--- config.mk ---
export PLATFORM = sky130hd
export DESIGN_NAME = ett_timer
export DESIGN_NICKNAME = d
export VERILOG_FILES = /design/src/shared/ett_pkg.sv /design/src/rtl/ett_timer.sv
export SDC_FILE = /design/constraint.sdc
export NUM_CORES = 1
export LEC_CHECK = 0
export BUFFER_PORTS_ARGS = -buffer_cell sky130_fd_sc_hd__buf_2
export CORE_MARGIN = 2
export CORE_UTILIZATION = 30
export DETAILED_ROUTE_END_ITERATION = 10
export GPL_TIMING_DRIVEN = 0
export PLACE_DENSITY_LB_ADDON = 0.12
export SLEW_MARGIN = 15
export SYNTH_ARGS = -nofsm -noshare
export SYNTH_HDL_FRONTEND = slang
export SYNTH_SLANG_ARGS = --single-unit
--- constraint.sdc ---
create_clock -name clk_i -period 2.5 [get_ports clk_i]
set_clock_uncertainty 0.2 [all_clocks]
set_input_delay 0.125 -clock clk_i [delete_from_list [all_inputs] [get_ports clk_i]]
set_output_delay 0.125 -clock clk_i [all_outputs]
set_load 0.005 [all_outputs]
--- src/shared/ett_pkg.sv ---
// Constants and types shared by the eight-bit timer/counter
// How it works
// - Counter is 8 bits, read and write
// - Source select clear: count cycles, every cycle with prescaler on watchdog
// - Counter write blocks increments two cycles
// - Select, route, enable set: count pin edges
// - Edge select clear rising, set falling
// - Route clear: comparator drives count internally
// - Enable clear: comparator drives pin, looped back
// - Prescaler serves timer or watchdog, not both
// - Prescaler count hidden from software
// - Ratios 1:2 to 1:256 in powers of two
// - Prescaler is 8-bit, ratio from option bits
`default_nettype none

package ett_pkg;

   ////////////////////////////////////////////////////////////////////////////////
   // Register offsets
   localparam logic [7:0] COUNT_OFS     = 8'h01;
   localparam logic [7:0] OPTION_OFS    = 8'h02;
   localparam logic [7:0] CMP_SMALL_OFS = 8'h07;
   localparam logic [7:0] CMP_LARGE_OFS = 8'h08;

   ////////////////////////////////////////////////////////////////////////////////
   // Option field positions and reset
   localparam int unsigned OPT_SRC_BIT    = 5;
   localparam int unsigned OPT_EDGE_BIT   = 4;
   localparam int unsigned OPT_ASSIGN_BIT = 3;
   localparam int unsigned OPT_PS_MSB     = 2;
   localparam int unsigned OPT_PS_LSB     = 0;
   localparam logic [5:0]  OPTION_RESET   = 6'h3f;

   ////////////////////////////////////////////////////////////////////////////////
   // Comparator control field positions and reset
   localparam int unsigned CMP_RESULT_BIT = 7;
   localparam int unsigned CMP_OEN_BIT    = 6;
   localparam int unsigned CMP_ROUTE_BIT  = 4;
   localparam logic [6:0]  CMP_RESET      = 7'h7f;

   ////////////////////////////////////////////////////////////////////////////////
   // Timing and prescaler
   localparam logic [1:0] WRITE_HOLD = 2'h2;
   localparam logic [2:0] PS_MAX     = 3'h7;
   localparam logic [7:0] PRE_ONES   = 8'hff;

   // Count source in use
   typedef enum logic [3:0] {
      MODE_TIMER    = 4'h1,
      MODE_CMP_INT  = 4'h2,
      MODE_PIN      = 4'h4,
      MODE_CMP_LOOP = 4'h8
   } ett_mode_e;

endpackage

`default_nettype wire

--- src/rtl/ett_timer.sv ---
// Eight-bit timer/counter with shared prescaler and register port
`timescale 1ns/1ps
`default_nettype none

module ett_timer #(
   parameter int unsigned CNT_W = 8,
   parameter int unsigned PRE_W = 8
) (
   // Clock and reset
   input  wire logic       clk_i,
   input  wire logic       reset_n_i,
   // Register port
   input  wire logic [7:0] addr_i,
   input  wire logic [7:0] wdata_i,
   input  wire logic       wr_en_i,
   input  wire logic       rd_en_i,
   output var  logic [7:0] rdata_o,
   // Count pin, two-way
   input  wire logic       external_count_pin_i,
   output var  logic       external_count_pin_o,
   output var  logic       external_count_pin_oe_o,
   // Comparator output
   input  wire logic       comparator_one_result_i,
   // Watchdog tick through the prescaler
   input  wire logic       wdt_tick_i,
   output var  logic       wdt_tick_o
);

   ////////////////////////////////////////////////////////////////////////////////
   // Parameter check
   if (CNT_W != 8 || PRE_W != 8) begin : g_bad_width
      $error("ett_timer: counter and prescaler must be 8 bits");
   end

   ////////////////////////////////////////////////////////////////////////////////
   // State
   typedef struct packed {
      logic [CNT_W-1:0] count;
      logic [PRE_W-1:0] presc;
      logic [5:0]       option;
      logic [6:0]       cmp_ctrl;
      logic [1:0]       hold;
      logic [2:0]       pin_sync;
      logic [2:0]       cmp_sync;
      logic [7:0]       rdata;
      logic             pin_out;
      logic             pin_oe;
      logic             wdt_out;
   } ett_state_s;

   ett_state_s          state_reg;
   ett_state_s          state_next;
   ett_pkg::ett_mode_e  mode;
   logic                wr_count;
   logic                src_tick;
   logic                edge_pin;
   logic                edge_cmp;
   logic                presc_tick;
   logic                presc_hit;
   logic                count_inc;
   logic                to_wdt;
   logic [PRE_W-1:0]    mask;

   ////////////////////////////////////////////////////////////////////////////////
   // Next state
   always_comb begin
      state_next = state_reg;
      wr_count   = wr_en_i && addr_i == ett_pkg::COUNT_OFS;
      to_wdt     = state_reg.option[ett_pkg::OPT_ASSIGN_BIT];
      src_tick   = 1'b0;

      if (!state_reg.option[ett_pkg::OPT_SRC_BIT]) begin
         mode = ett_pkg::MODE_TIMER;
      end else if (!state_reg.cmp_ctrl[ett_pkg::CMP_ROUTE_BIT]) begin
         mode = ett_pkg::MODE_CMP_INT;
      end else if (state_reg.cmp_ctrl[ett_pkg::CMP_OEN_BIT]) begin
         mode = ett_pkg::MODE_PIN;
      end else begin
         mode = ett_pkg::MODE_CMP_LOOP;
      end

      // two-stage synchronisers, edges from later stages
      // Stage one feeds stage two only, to keep metastability out
      state_next.pin_sync = {state_reg.pin_sync[1:0], external_count_pin_i};
      state_next.cmp_sync = {state_reg.cmp_sync[1:0], comparator_one_result_i};
      // rising when clear, falling when set
      if (state_reg.option[ett_pkg::OPT_EDGE_BIT]) begin
         edge_pin = !state_reg.pin_sync[1] && state_reg.pin_sync[2];
         edge_cmp = !state_reg.cmp_sync[1] && state_reg.cmp_sync[2];
      end else begin
         edge_pin = state_reg.pin_sync[1] && !state_reg.pin_sync[2];
         edge_cmp = state_reg.cmp_sync[1] && !state_reg.cmp_sync[2];
      end

      unique case (mode)
         ett_pkg::MODE_TIMER:   src_tick = 1'b1;
         ett_pkg::MODE_CMP_INT: src_tick = edge_cmp;
         ett_pkg::MODE_PIN:     src_tick = edge_pin;
         ett_pkg::MODE_CMP_LOOP: src_tick = edge_pin;
      endcase

      // comparator driven onto pin in loop-back mode
      state_next.pin_out = comparator_one_result_i;
      state_next.pin_oe  = mode == ett_pkg::MODE_CMP_LOOP;

      // ratio 2^(select+1) from low bits all ones
      mask = ett_pkg::PRE_ONES >> (ett_pkg::PS_MAX -
             state_reg.option[ett_pkg::OPT_PS_MSB:ett_pkg::OPT_PS_LSB]);
      presc_hit = (state_reg.presc & mask) == mask;
      // prescaler fed by timer source or watchdog, never both
      presc_tick = to_wdt ? wdt_tick_i : src_tick;
      if (presc_tick) begin
         state_next.presc = state_reg.presc + PRE_W'(1);
      end
      state_next.wdt_out = to_wdt && wdt_tick_i && presc_hit;
      count_inc = to_wdt ? src_tick : (src_tick && presc_hit);

      // write reloads and holds off increments for two cycles
      if (wr_count) begin
         state_next.count = wdata_i[CNT_W-1:0];
         state_next.hold  = ett_pkg::WRITE_HOLD;
      end else if (state_reg.hold != 2'h0) begin
         state_next.hold = state_reg.hold - 2'h1;
      end else if (count_inc) begin
         // wraps from all ones to zero
         state_next.count = state_reg.count + CNT_W'(1);
      end

      // Register writes; unmapped addresses ignored
      if (wr_en_i) begin
         unique case (addr_i)
            ett_pkg::OPTION_OFS: state_next.option = wdata_i[5:0];
            ett_pkg::CMP_SMALL_OFS, ett_pkg::CMP_LARGE_OFS: begin
               state_next.cmp_ctrl = wdata_i[6:0];
            end
            default: ;
         endcase
      end

      state_next.rdata = 8'h00;
      if (rd_en_i) begin
         unique case (addr_i)
            ett_pkg::COUNT_OFS:  state_next.rdata = 8'(state_reg.count);
            ett_pkg::OPTION_OFS: state_next.rdata = {2'h0, state_reg.option};
            ett_pkg::CMP_SMALL_OFS, ett_pkg::CMP_LARGE_OFS: begin
               state_next.rdata = {state_reg.cmp_sync[1], state_reg.cmp_ctrl};
            end
            default: state_next.rdata = 8'h00;
         endcase
      end
   end

   ////////////////////////////////////////////////////////////////////////////////
   // State register
   always_ff @(posedge clk_i or negedge reset_n_i) begin
      if (!reset_n_i) begin
         state_reg          <= '0;
         state_reg.option   <= ett_pkg::OPTION_RESET;
         state_reg.cmp_ctrl <= ett_pkg::CMP_RESET;
      end else begin
         state_reg <= state_next;
      end
   end

   assign rdata_o                 = state_reg.rdata;
   assign external_count_pin_o    = state_reg.pin_out;
   assign external_count_pin_oe_o = state_reg.pin_oe;
   assign wdt_tick_o              = state_reg.wdt_out;
endmodule

`default_nettype wire

==> run summary <==
placed wire-length estimate: 3660 um
IO Pins: 34
final core occ: 37.5%
post-route ant nets: 0
antenna violations before repair: 0
die area: 0.00861 mm2
CTS buffer count: 5
deepest clock path buffer count: 2
Leakage: 1.28 nW
synth top area cells: dfrtp_1, dfstp_2, mux2_2, nand2_1, nor2_1
Yosys top cell area share: 36.0%
chip height: 92.8 um
CTS tree: yes
# port buffers: 33
H-tree lvl count: 2
Power Total: 2.17 mW
Avg Vias per Cell: 4.72
antenna cells: 0
setup slack, reg-to-reg: 0.17 ns
setup TNS: 0 ns
DRT iter0 DRCs: 67
FF+latch count, synth: 47
wire length on met1: 2720 um
status: complete, no violations
number of post-CTS setup repair buffers: 0
Synth Instances: 219
first-pass GRT wire length: 8740 um
area grow syn2layout: 21.7%
number of synthesized flops with an enable pin: 0
DIE WIDTH: 92.8 um
top layer in use: met4
Post-synth top flop: dfrtp_1
RR Endpoint: state_reg[33]
ys async rst share: 100%
worst hold path class: in2reg
Starting Density: 30.8%
Sink Count: 47
crit path max fanout: 8
crit path time final: 2.33 ns
synthesized area per cell: 10.8 um2
First-pass DRT Iterations: 4
hold_sp: wr_en_i
Post-Syn Nets: 245
Post-route DRC: 0
Vias: 1767
Worst Path Arrival: 2.33 ns
Reg clk slew, reported paths: 0.09 ns
Hold EP: state_reg[41]
Final period util: 93.3%
r2r startpoint: state_reg[30]
max incr delay on CP: 0.59 ns
clk_lat worst skew: 0.30 ns
most frequent cells in the layout: buf_2, dfrtp_1, nand2_1
CP Cell Sequence: nor2_1, a211oi_1, o21ai_2, mux2i_1, mux2_2
vias in the first global route: 1739
Hold Fails Final Rpt: 0
pin count of the biggest net entering global routing: 48
core outline area: 0.00769 mm2
Slew Viols, Final: 0
slowest stage cell, crit path: dfstp_2
GRT Overall Usage: 13.1%
register area share after synthesis: 50.4%
Row Count: 32
Yosys Warn Count: 0
Worst VDD drop: 0.320 mV
wire per inst: 13.8 um
drt total wl: 5180 um
Worst Setup Start Kind: register
max frequency: 0.429 GHz
R2R cell count: 5
final hold slack: 0.132 ns
Pwr Density: 753 mW/mm2
Root Driver: clkbuf_8
Synth area leader: dfrtp_1
WL met2: 2220 um
worst slew pin tran: 0.719 ns
unrepaired setup endpoints after global routing: no
Max Cap Violations: 0
share of layout cells above drive strength 1: 34.6%
Final #Nets: 297
cell area after synthesis: 0.00237 mm2
CP required: 2.50 ns
CP Capture Type: register
max reg flops: 33
Netlist cell types: 54
Final Wtd Congestion: 0.733
GRT overflow: 0
Min-Delay Path Depth: 4
WL met3: 168 um
slew margin rel.: 50.7%
critical path type: reg2reg
Final Setup Violations: 0
[report_power, final]
part / internal [mW] / switching (mW) / leakage (nW)
combinational: 0.310 / 0.301 / 0.690
sequential: 0.915 / 0.155 / 0.542
clock: 0.227 / 0.260 / 0.0484
total: 1.45 / 0.716 / 1.28
[synth_stat cells, drive strengths merged, types with 2 or more instances]
| library cell | n |
|---|---|
| nor3 | 8 |
| a31o | 2 |
| clkbuf | 2 |
| nand3 | 13 |
| a31oi | 2 |
| xor2 | 5 |
| buf | 12 |
| and3 | 3 |
| nand2 | 23 |
| a22o | 6 |
| mux2 | 15 |
| xnor2 | 4 |
| and2 | 2 |
| nor2b | 4 |
| a211oi | 2 |
| nand4 | 3 |
| dfrtp | 34 |
| inv | 6 |
| mux2i | 3 |
| a21oi | 2 |
| o21ai | 5 |
| nor2 | 20 |
| a32oi | 2 |
| a311o | 2 |
| dfstp | 13 |
| a22oi | 6 |
| ha | 3 |
[how the worst max path moves through the flow]
stage / startpoint / end / cells after the start
5_1_grt: state_reg[30] / state_reg[33] / 5
2_1_floorplan: state_reg[30] / state_reg[45] / 7
3_3_place_gp: state_reg[30] / state_reg[45] / 7
3_5_place_dp: state_reg[30] / state_reg[45] / 7
6_report: state_reg[30] / state_reg[33] / 5
4_1_cts: state_reg[30] / state_reg[45] / 7
[area by class of cell]
| cell class | count | area [um2] |
|---|---|---|
| buffer | 14 | 106 |
| clock buffer | 7 | 86.3 |
| clock inverter | 1 | 8.76 |
| fill | 814 | 4810 |
| inverter | 6 | 22.5 |
| multi-input combinational | 152 | 1050 |
| sequential | 47 | 1190 |
| tap | 102 | 128 |
| timing repair buffer | 45 | 288 |
[worst max-delay path: cells and delay by family (launching register included)]
family	cells	cell delay, ns
muxes	2	0.96
and+or+nand+nor	1	0.06
DFF	1	0.59
AOI/OAI and AO/OA	2	0.42
[through the flow]
stage / area, um2 / cells / setup slack (ns)
final: 2880 / 374 / 0.167
after global routing: 2880 / 374 / 0.0582
after CTS: 2870 / 374 / 0.0857
after detailed placement: 2660 / 354 / -0.0255
after global placement: 2660 / 354 / -0.0419
after floorplan: 2370 / 219 / 0.389
[cell families after synthesis]
family | synth area share (%)
AOI/OAI and AO/OA | 11.8
xor gates and xnor gates | 3.33
adders and majority gates | 1.59
buffers and inverters | 5.45
DFF | 50.4
muxes | 8.41
and+or+nand+nor | 19.0
[routing by layer]
metal	vias to the layer above	global-route usage (%)
met1	847	19.3
met3	6	2.44
met4	0	4.41
met5	-	0
met2	30	19.1
li1	884	-
[timing repair]
item,4_1_cts,5_1_grt
gates resized for setup,1,1
cloned,0,0
endpoints found under the hold margin,58,0
endpoints found under the setup margin,2,1
hold buffers,12,0
Power figures use the tool's default switching activity.
